[src/cidtm_params.svh]
// address map, field positions and layout masks of the identifier tag/mask bank
`ifndef CIDTM_PARAMS_SVH
`define CIDTM_PARAMS_SVH

// special-function-register addresses
`define CIDTM_ADDR_TAG_ONE 8'hBC
`define CIDTM_ADDR_TAG_TWO 8'hBD
`define CIDTM_ADDR_TAG_THREE 8'hBE
`define CIDTM_ADDR_TAG_FOUR 8'hBF
`define CIDTM_ADDR_MASK_ONE 8'hC4

// bits that carry information in the standard (11-bit) layout
`define CIDTM_STD_KEEP_TAG_ONE 8'hFF
`define CIDTM_STD_KEEP_TAG_TWO 8'hE0
`define CIDTM_STD_KEEP_TAG_THREE 8'h00
`define CIDTM_STD_KEEP_TAG_FOUR 8'h05
`define CIDTM_STD_KEEP_MASK_ONE 8'hFF

// bits that carry information in the extended (29-bit) layout
`define CIDTM_EXT_KEEP_ALL 8'hFF

// flag positions inside tag register four
`define CIDTM_BIT_RTR 2
`define CIDTM_BIT_RB1 1
`define CIDTM_BIT_RB0 0

// identifier bits 2:0 (std) and 4:0 (ext) field in tag registers two / four
`define CIDTM_STD_LOW_MSB 7
`define CIDTM_STD_LOW_LSB 5
`define CIDTM_EXT_LOW_MSB 7
`define CIDTM_EXT_LOW_LSB 3

// idle values
`define CIDTM_BYTE_ZERO 8'h00
`define CIDTM_ID_ZERO 29'h0000000
`define CIDTM_STD_PAD 18'h00000

`endif

[src/cidtm_pkg.sv]
// types shared by the identifier tag/mask bank
package cidtm_pkg;

    typedef logic [7:0] cidtm_byte_t;

    // register slot selected by an SFR address, one-hot
    typedef enum logic [5:0] {
        CIDTM_SLOT_NONE = 6'h01,
        CIDTM_SLOT_TAG1 = 6'h02,
        CIDTM_SLOT_TAG2 = 6'h04,
        CIDTM_SLOT_TAG3 = 6'h08,
        CIDTM_SLOT_TAG4 = 6'h10,
        CIDTM_SLOT_MSK1 = 6'h20
    } cidtm_slot_e;

    // frame format of the selected message object, one-hot
    typedef enum logic [1:0] {
        CIDTM_FMT_STD = 2'h1,
        CIDTM_FMT_EXT = 2'h2
    } cidtm_fmt_e;

endpackage : cidtm_pkg

[src/cidtm_mask_cmp.sv]
// masked bitwise comparison of a received identifier field against a tag field
`timescale 1ns/1ps

module cidtm_mask_cmp #(
    parameter int WIDTH = 8
) (
    // clock and reset
    input wire logic core_clk,
    input wire logic sys_rst,
    // comparison request
    input wire logic cmp_req,
    input wire logic [WIDTH-1:0] rx_bits,
    input wire logic [WIDTH-1:0] tag_bits,
    input wire logic [WIDTH-1:0] mask_bits,
    // result
    output logic hit_ff,
    output logic done_ff
);

    logic [WIDTH-1:0] bit_ok;

    genvar gi;
    generate
        for (gi = 0; gi < WIDTH; gi++) begin : g_bit
            // mask zero forces a match, mask one demands equality
            assign bit_ok[gi] = ~mask_bits[gi] | (rx_bits[gi] == tag_bits[gi]);
        end
    endgenerate

    always_ff @(posedge core_clk) begin
        if (sys_rst) begin
            hit_ff <= 1'b0;
        end else if (cmp_req) begin
            hit_ff <= &bit_ok;
        end
    end

    always_ff @(posedge core_clk) begin
        if (sys_rst) begin
            done_ff <= 1'b0;
        end else begin
            done_ff <= cmp_req;
        end
    end

endmodule : cidtm_mask_cmp

[src/cidtm_regs.sv]
// identifier tag and mask register bank for the selected CAN message object
//
// Contract
// - std tag one holds id 10:3
// - std tag two holds id 2:0, rest reserved
// - reserved bits read undefined, never written one
// - std tag three is wholly reserved
// - std tag four: remote tag bit2, rb0 bit0
// - ext tag one holds id 28:21
// - ext tag two holds id 20:13
// - ext tag three holds id 12:5
// - ext tag four: id 4:0, rtr, rb1, rb0
// - std mask one masks id 10:3
// - mask zero forces match, one compares bit
// - no reset value, software loads first
`timescale 1ns/1ps
`include "cidtm_params.svh"

module cidtm_regs #(
    parameter int NUM_OBJ = 15,
    parameter int OBJ_W = 4
) (
    // clock and reset
    input wire logic core_clk,
    input wire logic sys_rst,
    // special-function-register access
    input wire logic [7:0] sfr_addr,
    input wire logic [7:0] sfr_wdata,
    input wire logic sfr_wr,
    input wire logic sfr_rd,
    output logic [7:0] sfr_rdata_ff,
    output logic sfr_hit,
    // message object selection and its configured frame format
    input wire logic [OBJ_W-1:0] obj_sel,
    input wire logic obj_ext_fmt,
    // acceptance comparison of identifier top byte
    input wire logic rx_cmp_req,
    input wire logic [7:0] rx_id_top,
    output logic id_top_match_ff,
    output logic id_top_match_valid_ff,
    // tag and mask of the selected object, as seen by the frame datapath
    output logic [28:0] sel_identifier_tag_bits_ff,
    output logic sel_remote_request_tag_ff,
    output logic sel_reserved_bit1_tag_ff,
    output logic sel_reserved_bit0_tag_ff,
    output logic [7:0] sel_identifier_mask_bits_std_ff
);

    // storage per message object; no reset, contents are undefined until loaded
    cidtm_pkg::cidtm_byte_t tag_one_mem [0:NUM_OBJ-1];
    cidtm_pkg::cidtm_byte_t tag_two_mem [0:NUM_OBJ-1];
    cidtm_pkg::cidtm_byte_t tag_three_mem [0:NUM_OBJ-1];
    cidtm_pkg::cidtm_byte_t tag_four_mem [0:NUM_OBJ-1];
    cidtm_pkg::cidtm_byte_t mask_one_mem [0:NUM_OBJ-1];

    cidtm_pkg::cidtm_fmt_e cur_fmt;
    cidtm_pkg::cidtm_slot_e wr_slot;
    cidtm_pkg::cidtm_slot_e rd_slot;
    logic obj_ok;
    cidtm_pkg::cidtm_byte_t cur_tag_one;
    cidtm_pkg::cidtm_byte_t cur_tag_two;
    cidtm_pkg::cidtm_byte_t cur_tag_three;
    cidtm_pkg::cidtm_byte_t cur_tag_four;
    cidtm_pkg::cidtm_byte_t cur_mask_one;
    cidtm_pkg::cidtm_byte_t wr_keep;
    cidtm_pkg::cidtm_byte_t nxt_rdata;
    logic [28:0] nxt_id;
    logic nxt_rb1;

    // address decode, shared by the write and the read path
    function automatic cidtm_pkg::cidtm_slot_e slot_of(input logic [7:0] addr);
        case (addr)
            `CIDTM_ADDR_TAG_ONE: slot_of = cidtm_pkg::CIDTM_SLOT_TAG1;
            `CIDTM_ADDR_TAG_TWO: slot_of = cidtm_pkg::CIDTM_SLOT_TAG2;
            `CIDTM_ADDR_TAG_THREE: slot_of = cidtm_pkg::CIDTM_SLOT_TAG3;
            `CIDTM_ADDR_TAG_FOUR: slot_of = cidtm_pkg::CIDTM_SLOT_TAG4;
            `CIDTM_ADDR_MASK_ONE: slot_of = cidtm_pkg::CIDTM_SLOT_MSK1;
            default: slot_of = cidtm_pkg::CIDTM_SLOT_NONE;
        endcase
    endfunction : slot_of

    // bits of a slot that carry information in the given layout
    function automatic cidtm_pkg::cidtm_byte_t keep_of(input cidtm_pkg::cidtm_slot_e slot,
                                                       input cidtm_pkg::cidtm_fmt_e fmt);
        if (fmt == cidtm_pkg::CIDTM_FMT_EXT) begin
            case (slot)
                cidtm_pkg::CIDTM_SLOT_TAG1: keep_of = `CIDTM_EXT_KEEP_ALL;
                cidtm_pkg::CIDTM_SLOT_TAG2: keep_of = `CIDTM_EXT_KEEP_ALL;
                cidtm_pkg::CIDTM_SLOT_TAG3: keep_of = `CIDTM_EXT_KEEP_ALL;
                cidtm_pkg::CIDTM_SLOT_TAG4: keep_of = `CIDTM_EXT_KEEP_ALL;
                cidtm_pkg::CIDTM_SLOT_MSK1: keep_of = `CIDTM_EXT_KEEP_ALL;
                default: keep_of = `CIDTM_BYTE_ZERO;
            endcase
        end else begin
            case (slot)
                cidtm_pkg::CIDTM_SLOT_TAG1: keep_of = `CIDTM_STD_KEEP_TAG_ONE;
                cidtm_pkg::CIDTM_SLOT_TAG2: keep_of = `CIDTM_STD_KEEP_TAG_TWO;
                cidtm_pkg::CIDTM_SLOT_TAG3: keep_of = `CIDTM_STD_KEEP_TAG_THREE;
                cidtm_pkg::CIDTM_SLOT_TAG4: keep_of = `CIDTM_STD_KEEP_TAG_FOUR;
                cidtm_pkg::CIDTM_SLOT_MSK1: keep_of = `CIDTM_STD_KEEP_MASK_ONE;
                default: keep_of = `CIDTM_BYTE_ZERO;
            endcase
        end
    endfunction : keep_of

    // the same five addresses are read in either layout
    assign cur_fmt = obj_ext_fmt ? cidtm_pkg::CIDTM_FMT_EXT : cidtm_pkg::CIDTM_FMT_STD;
    assign obj_ok = (32'(obj_sel) < NUM_OBJ);
    assign wr_slot = slot_of(sfr_addr);
    assign rd_slot = wr_slot;
    assign wr_keep = keep_of(wr_slot, cur_fmt);
    // lets the core's SFR read mux pick this block
    assign sfr_hit = (rd_slot != cidtm_pkg::CIDTM_SLOT_NONE);

    // an out-of-range object reads as zero instead of indexing past the array
    assign cur_tag_one = obj_ok ? tag_one_mem[obj_sel] : `CIDTM_BYTE_ZERO;
    assign cur_tag_two = obj_ok ? tag_two_mem[obj_sel] : `CIDTM_BYTE_ZERO;
    assign cur_tag_three = obj_ok ? tag_three_mem[obj_sel] : `CIDTM_BYTE_ZERO;
    assign cur_tag_four = obj_ok ? tag_four_mem[obj_sel] : `CIDTM_BYTE_ZERO;
    assign cur_mask_one = obj_ok ? mask_one_mem[obj_sel] : `CIDTM_BYTE_ZERO;

    // write path: reserved positions of the active layout keep their old
    // content, so a stray one from software never reaches the datapath
    always_ff @(posedge core_clk) begin
        if (sfr_wr && obj_ok && wr_slot == cidtm_pkg::CIDTM_SLOT_TAG1) begin
            tag_one_mem[obj_sel] <= (sfr_wdata & wr_keep) | (cur_tag_one & ~wr_keep);
        end
    end

    always_ff @(posedge core_clk) begin
        if (sfr_wr && obj_ok && wr_slot == cidtm_pkg::CIDTM_SLOT_TAG2) begin
            tag_two_mem[obj_sel] <= (sfr_wdata & wr_keep) | (cur_tag_two & ~wr_keep);
        end
    end

    always_ff @(posedge core_clk) begin
        if (sfr_wr && obj_ok && wr_slot == cidtm_pkg::CIDTM_SLOT_TAG3) begin
            tag_three_mem[obj_sel] <= (sfr_wdata & wr_keep) | (cur_tag_three & ~wr_keep);
        end
    end

    always_ff @(posedge core_clk) begin
        if (sfr_wr && obj_ok && wr_slot == cidtm_pkg::CIDTM_SLOT_TAG4) begin
            tag_four_mem[obj_sel] <= (sfr_wdata & wr_keep) | (cur_tag_four & ~wr_keep);
        end
    end

    always_ff @(posedge core_clk) begin
        if (sfr_wr && obj_ok && wr_slot == cidtm_pkg::CIDTM_SLOT_MSK1) begin
            mask_one_mem[obj_sel] <= sfr_wdata & wr_keep;
        end
    end

    // read path: reserved positions read as zero, one legal choice of "any value"
    always_comb begin
        case (rd_slot)
            cidtm_pkg::CIDTM_SLOT_TAG1: nxt_rdata = cur_tag_one & keep_of(rd_slot, cur_fmt);
            cidtm_pkg::CIDTM_SLOT_TAG2: nxt_rdata = cur_tag_two & keep_of(rd_slot, cur_fmt);
            cidtm_pkg::CIDTM_SLOT_TAG3: nxt_rdata = cur_tag_three & keep_of(rd_slot, cur_fmt);
            cidtm_pkg::CIDTM_SLOT_TAG4: nxt_rdata = cur_tag_four & keep_of(rd_slot, cur_fmt);
            cidtm_pkg::CIDTM_SLOT_MSK1: nxt_rdata = cur_mask_one & keep_of(rd_slot, cur_fmt);
            default: nxt_rdata = `CIDTM_BYTE_ZERO;
        endcase
    end

    always_ff @(posedge core_clk) begin
        if (sys_rst) begin
            sfr_rdata_ff <= `CIDTM_BYTE_ZERO;
        end else if (sfr_rd) begin
            sfr_rdata_ff <= nxt_rdata;
        end
    end

    // identifier as the frame datapath sees it, per layout
    always_comb begin
        if (cur_fmt == cidtm_pkg::CIDTM_FMT_EXT) begin
            nxt_id = {cur_tag_one, cur_tag_two, cur_tag_three,
                      cur_tag_four[`CIDTM_EXT_LOW_MSB:`CIDTM_EXT_LOW_LSB]};
            nxt_rb1 = cur_tag_four[`CIDTM_BIT_RB1];
        end else begin
            nxt_id = {`CIDTM_STD_PAD, cur_tag_one,
                      cur_tag_two[`CIDTM_STD_LOW_MSB:`CIDTM_STD_LOW_LSB]};
            nxt_rb1 = 1'b0;
        end
    end

    // the view follows the stored bytes; it only means something once software
    // has loaded them, since the bank itself has no reset value
    always_ff @(posedge core_clk) begin
        if (sys_rst) begin
            sel_identifier_tag_bits_ff <= `CIDTM_ID_ZERO;
        end else begin
            sel_identifier_tag_bits_ff <= nxt_id;
        end
    end

    always_ff @(posedge core_clk) begin
        if (sys_rst) begin
            sel_remote_request_tag_ff <= 1'b0;
            sel_reserved_bit1_tag_ff <= 1'b0;
            sel_reserved_bit0_tag_ff <= 1'b0;
        end else begin
            sel_remote_request_tag_ff <= cur_tag_four[`CIDTM_BIT_RTR];
            sel_reserved_bit1_tag_ff <= nxt_rb1;
            sel_reserved_bit0_tag_ff <= cur_tag_four[`CIDTM_BIT_RB0];
        end
    end

    always_ff @(posedge core_clk) begin
        if (sys_rst) begin
            sel_identifier_mask_bits_std_ff <= `CIDTM_BYTE_ZERO;
        end else begin
            sel_identifier_mask_bits_std_ff <= cur_mask_one;
        end
    end

    // tag byte one and mask byte one cover the top eight identifier bits in
    // both layouts, so one comparator serves either format
    cidtm_mask_cmp #(
        .WIDTH(8)
    ) u_top_cmp (
        .core_clk(core_clk),
        .sys_rst(sys_rst),
        .cmp_req(rx_cmp_req),
        .rx_bits(rx_id_top),
        .tag_bits(cur_tag_one),
        .mask_bits(cur_mask_one),
        .hit_ff(id_top_match_ff),
        .done_ff(id_top_match_valid_ff)
    );

endmodule : cidtm_regs

[config.mk]
export PLATFORM = sky130hd
export DESIGN_NAME = cidtm_regs
export DESIGN_NICKNAME = d
export VERILOG_FILES = /design/src/cidtm_pkg.sv /design/src/cidtm_mask_cmp.sv /design/src/cidtm_regs.sv
export VERILOG_INCLUDE_DIRS = /design/src
export SDC_FILE = /design/constraint.sdc
export NUM_CORES = 1
export LEC_CHECK = 0
export BUFFER_PORTS_ARGS = -buffer_cell sky130_fd_sc_hd__buf_2
export CORE_UTILIZATION = 56
export DETAILED_ROUTE_END_ITERATION = 10
export GPL_TIMING_DRIVEN = 0
export PLACE_DENSITY = 0.82
export SKIP_CTS_REPAIR_TIMING = 1
export SLEW_MARGIN = 15
export SYNTH_ARGS = -nofsm -noshare
export SYNTH_HDL_FRONTEND = slang
export SYNTH_SLANG_ARGS = --single-unit
export TNS_END_PERCENT = 1
[constraint.sdc]
create_clock -name core_clk -period 2.4 [get_ports core_clk]
set_input_delay 0 -clock core_clk [delete_from_list [all_inputs] [get_ports core_clk]]
set_output_delay 0 -clock core_clk [all_outputs]
set_load 0.05 [all_outputs]
==> results by group <==
Synth
  – Post-synth top area cell: edfxtp_1
  – Synthesized instance count: 1400
  – Share of synthesized registers carrying an async set or reset: 0
  – Avg Cell Area, Syn: 18.3 um2
  – Register bit total from synthesis: 650
  – Synth top area share: 0.702
  – Top post-synthesis cells by area: edfxtp_1, mux4_2, dfxtp_1
  – Syn Std Cell Area: 25700 um2
  – Sequential area share after synthesis: 0.741
  – Post-synth EDFFs: 600
  – Syn nets: 1434
  – Yosys warnings: 0
  – Netlist cell types: 56
  – Ys flop type: edfxtp_1

Clocking
  – H-tree levels: 2
  – CTS buffer count: 60
  – Clk buf depth: 3
  – Root buffer cell: clkbuf_16
  – Clock sinks: 650
  – Clock latency on the worst-skew pair: about 640 ps
  – CTS tree: done
  – Worst-path clk slew: roughly 70 ps

Timing
  – Tcrit/Tclk final: 1.14
  – Fin crit period: 2740 ps
  – Fin Hold WS: ~95 ps
  – Worst Tran Pin Value: 1070 ps
  – FMAX: about 370 MHz
  – Pins Over Slew Limit: 0
  – Rel. slew slack: 0.284
  – RSZ-0062 raised after global routing: yes
  – Worst Skew: 23.3 ps
  – Final setup violation count: 353
  – Final hold vios: 0
  – Final setup margin: -338 ps

Power
  – Static leakage: about 9.5 nW
  – PwrDens: 804 nW/um2
  – Peak supply drop: 654 uV

Floorplanning
  – Core outline area: 45300 um2
  – Row cnt: 78
  – Starting Density: 0.567
  – Die area: ~47000 um2
  – Top Ports: 85
  – Die height: 216 um
  – Die span in x: 216 um

Layout
  – Share of layout cells above drive strength 1: 0.308
  – Area growth syn-to-layout: 15.0%
  – Final net count: around 1600
  – Final Cell Area: between 20000 and 30000 um2
  – Most common cell after layout, fill and taps aside: edfxtp_1
  – Ant. Diodes: 0
  – # fillers: slightly below 3000
  – Multi-input gate area: 6740 um2
  – Register area: between 15000 and 20000 um2
  – Most frequent cells in the layout: edfxtp_1, mux4_2, nand2_1

Run status
  – Violated checks: setup timing
  – Run status: finished with violations

Setup path
  – Cell Chain, Critical Path: buf_2, buf_2, clkbuf_2, clkbuf_2, nor2b_1, nand2_1, nor2_4
  – CP Launch Type: primary input
  – Max FO, Critical Path: 10
  – Worst path arrival time: 3010 ps
  – Worst path max stage delay: about 570 ps
  – Setup CP Type: in -> reg
  – Crit-path leading delay family: buffers and inverters
  – CP Capture Type: flop
  – Slowest CP cell: nor2_4
  – CP bufs+invs: 4
  – Worst EP required: 2680 ps

GRT
  – Total GRT Usage: 0.329
  – GRT Residual Overflow: 0
  – Largest net degree at the start of global routing: 17
  – First-pass GRT wire length: 106000 um
  – Initial antenna violation count: 1
  – Vias in the first global route: 14500

Drt
  – Post-Route WL: 76000 um
  – Initial DRC count: ~2400
  – TritonRoute pass-1 iters: 9
  – WL/cell: 34.5 um
  – Via count: between 15000 and 20000
  – Post-route ant nets: 0
  – Vias per cell: 6.84
  – DRC viols: 0

Place
  – Gp weighted congestion: 1.02
  – HPWL after DPL: 49300 um
  – Port Buffers: 78
  – Area after DPL: 26800 um2

Job
  – Max Cap Viol: 0

Min path
  – Path type of the worst min-delay path: in -> reg
[path summary, 6_finish.rpt]
path,cells after the start,from,to,slack (ps)
setup reg to reg,7,tag_one_mem[3][6],u_top_cmp.hit_ff,-210
setup / recovery,7,obj_sel[3],tag_four_mem[8][0],-340
hold / removal,3,sfr_wr,tag_two_mem[8][2],90
hold reg to reg,2,sfr_rdata_ff[6],sfr_rdata_ff[6],480
[power by group]
group,switching (mW),internal (mW),total [mW]
logic,1.29,0.504,1.80
clock network,4.18,5.20,9.38
registers,0.0150,12.5,12.6
[cell families after synthesis]
logic type | after synthesis | synth area share
simple gates | 296 | 0.0482
flops | 650 | 0.741
xor+xnor | 9 | 0.00307
buf+inv | 99 | 0.0219
compound gates | 134 | 0.0321
mux | 212 | 0.154
[sequential cells by signal (all words and copies together), names as in the netlist, 8 cells and up]
register and count:
tag_three_mem 120, tag_one_mem 120, tag_two_mem 120, sel_identifier_tag_bits_ff 29, tag_four_mem 120, sfr_rdata_ff 8, sel_identifier_mask_bits_std_ff 8, mask_one_mem 120
[cells in the mapped netlist, drive strengths merged (3+ instances only)]
master and instances:
mux2 4, mux2i 64, nor2 132, a31oi 8, nor2b 9, o22ai 8
a21oi 15, nand2b 4, nand2 111, buf 48, edfxtp 600, dfxtp 50
nand3 13, mux4 144, inv 18, or2 4, nand4 3, o22a 8
o221a 3, o21ai 70, xnor2 6, and2 3, nor3 4, o221ai 4
xor2 3, and3 6, clkbuf 33
[stage by stage]
step	total power [mW]	setup WS [ps]	setup TNS, ps	utilization	std cells
floorplan	13.8	-16.3	-465	-	1400
global placement	14.4	-1890	-1250640	0.592	2078
detailed placement	14.5	-1600	-1160110	0.593	2082
CTS	23.6	-944	-422550	0.635	2193
global route	24.2	-295	-37200	0.652	2199
finish	23.7	-338	-50900	0.652	2199
[worst register-to-register path: stages (launching register included)]
cell and delay (ps):
edfxtp_1 390, mux4_2 490, nor2b_1 160, a211oi_2 350, a21oi_1 100, xor2_1 190, a222oi_1 630, a31o_1 250
[area by class of cell]
type,instances,area share
sequential,650,0.644
clock buffer,74,0.0533
clock inverter,37,0.0111
buffer,80,0.0181
timing repair buffer,89,0.0174
multi-input combinational,651,0.228
inverter,18,0.00242
tap,600,0.0254
[routing by layer]
metal | GRT usage | share of wire | vias to the layer above
met3 | 0.0894 | 0.13 | 272
met4 | 0.176 | 0.062 | 0
met2 | 0.504 | 0.46 | 1370
li1 | - | - | 5868
met5 | 0 | 0 | -
met1 | 0.436 | 0.35 | 7533
(Power assumes the default switching activity.)
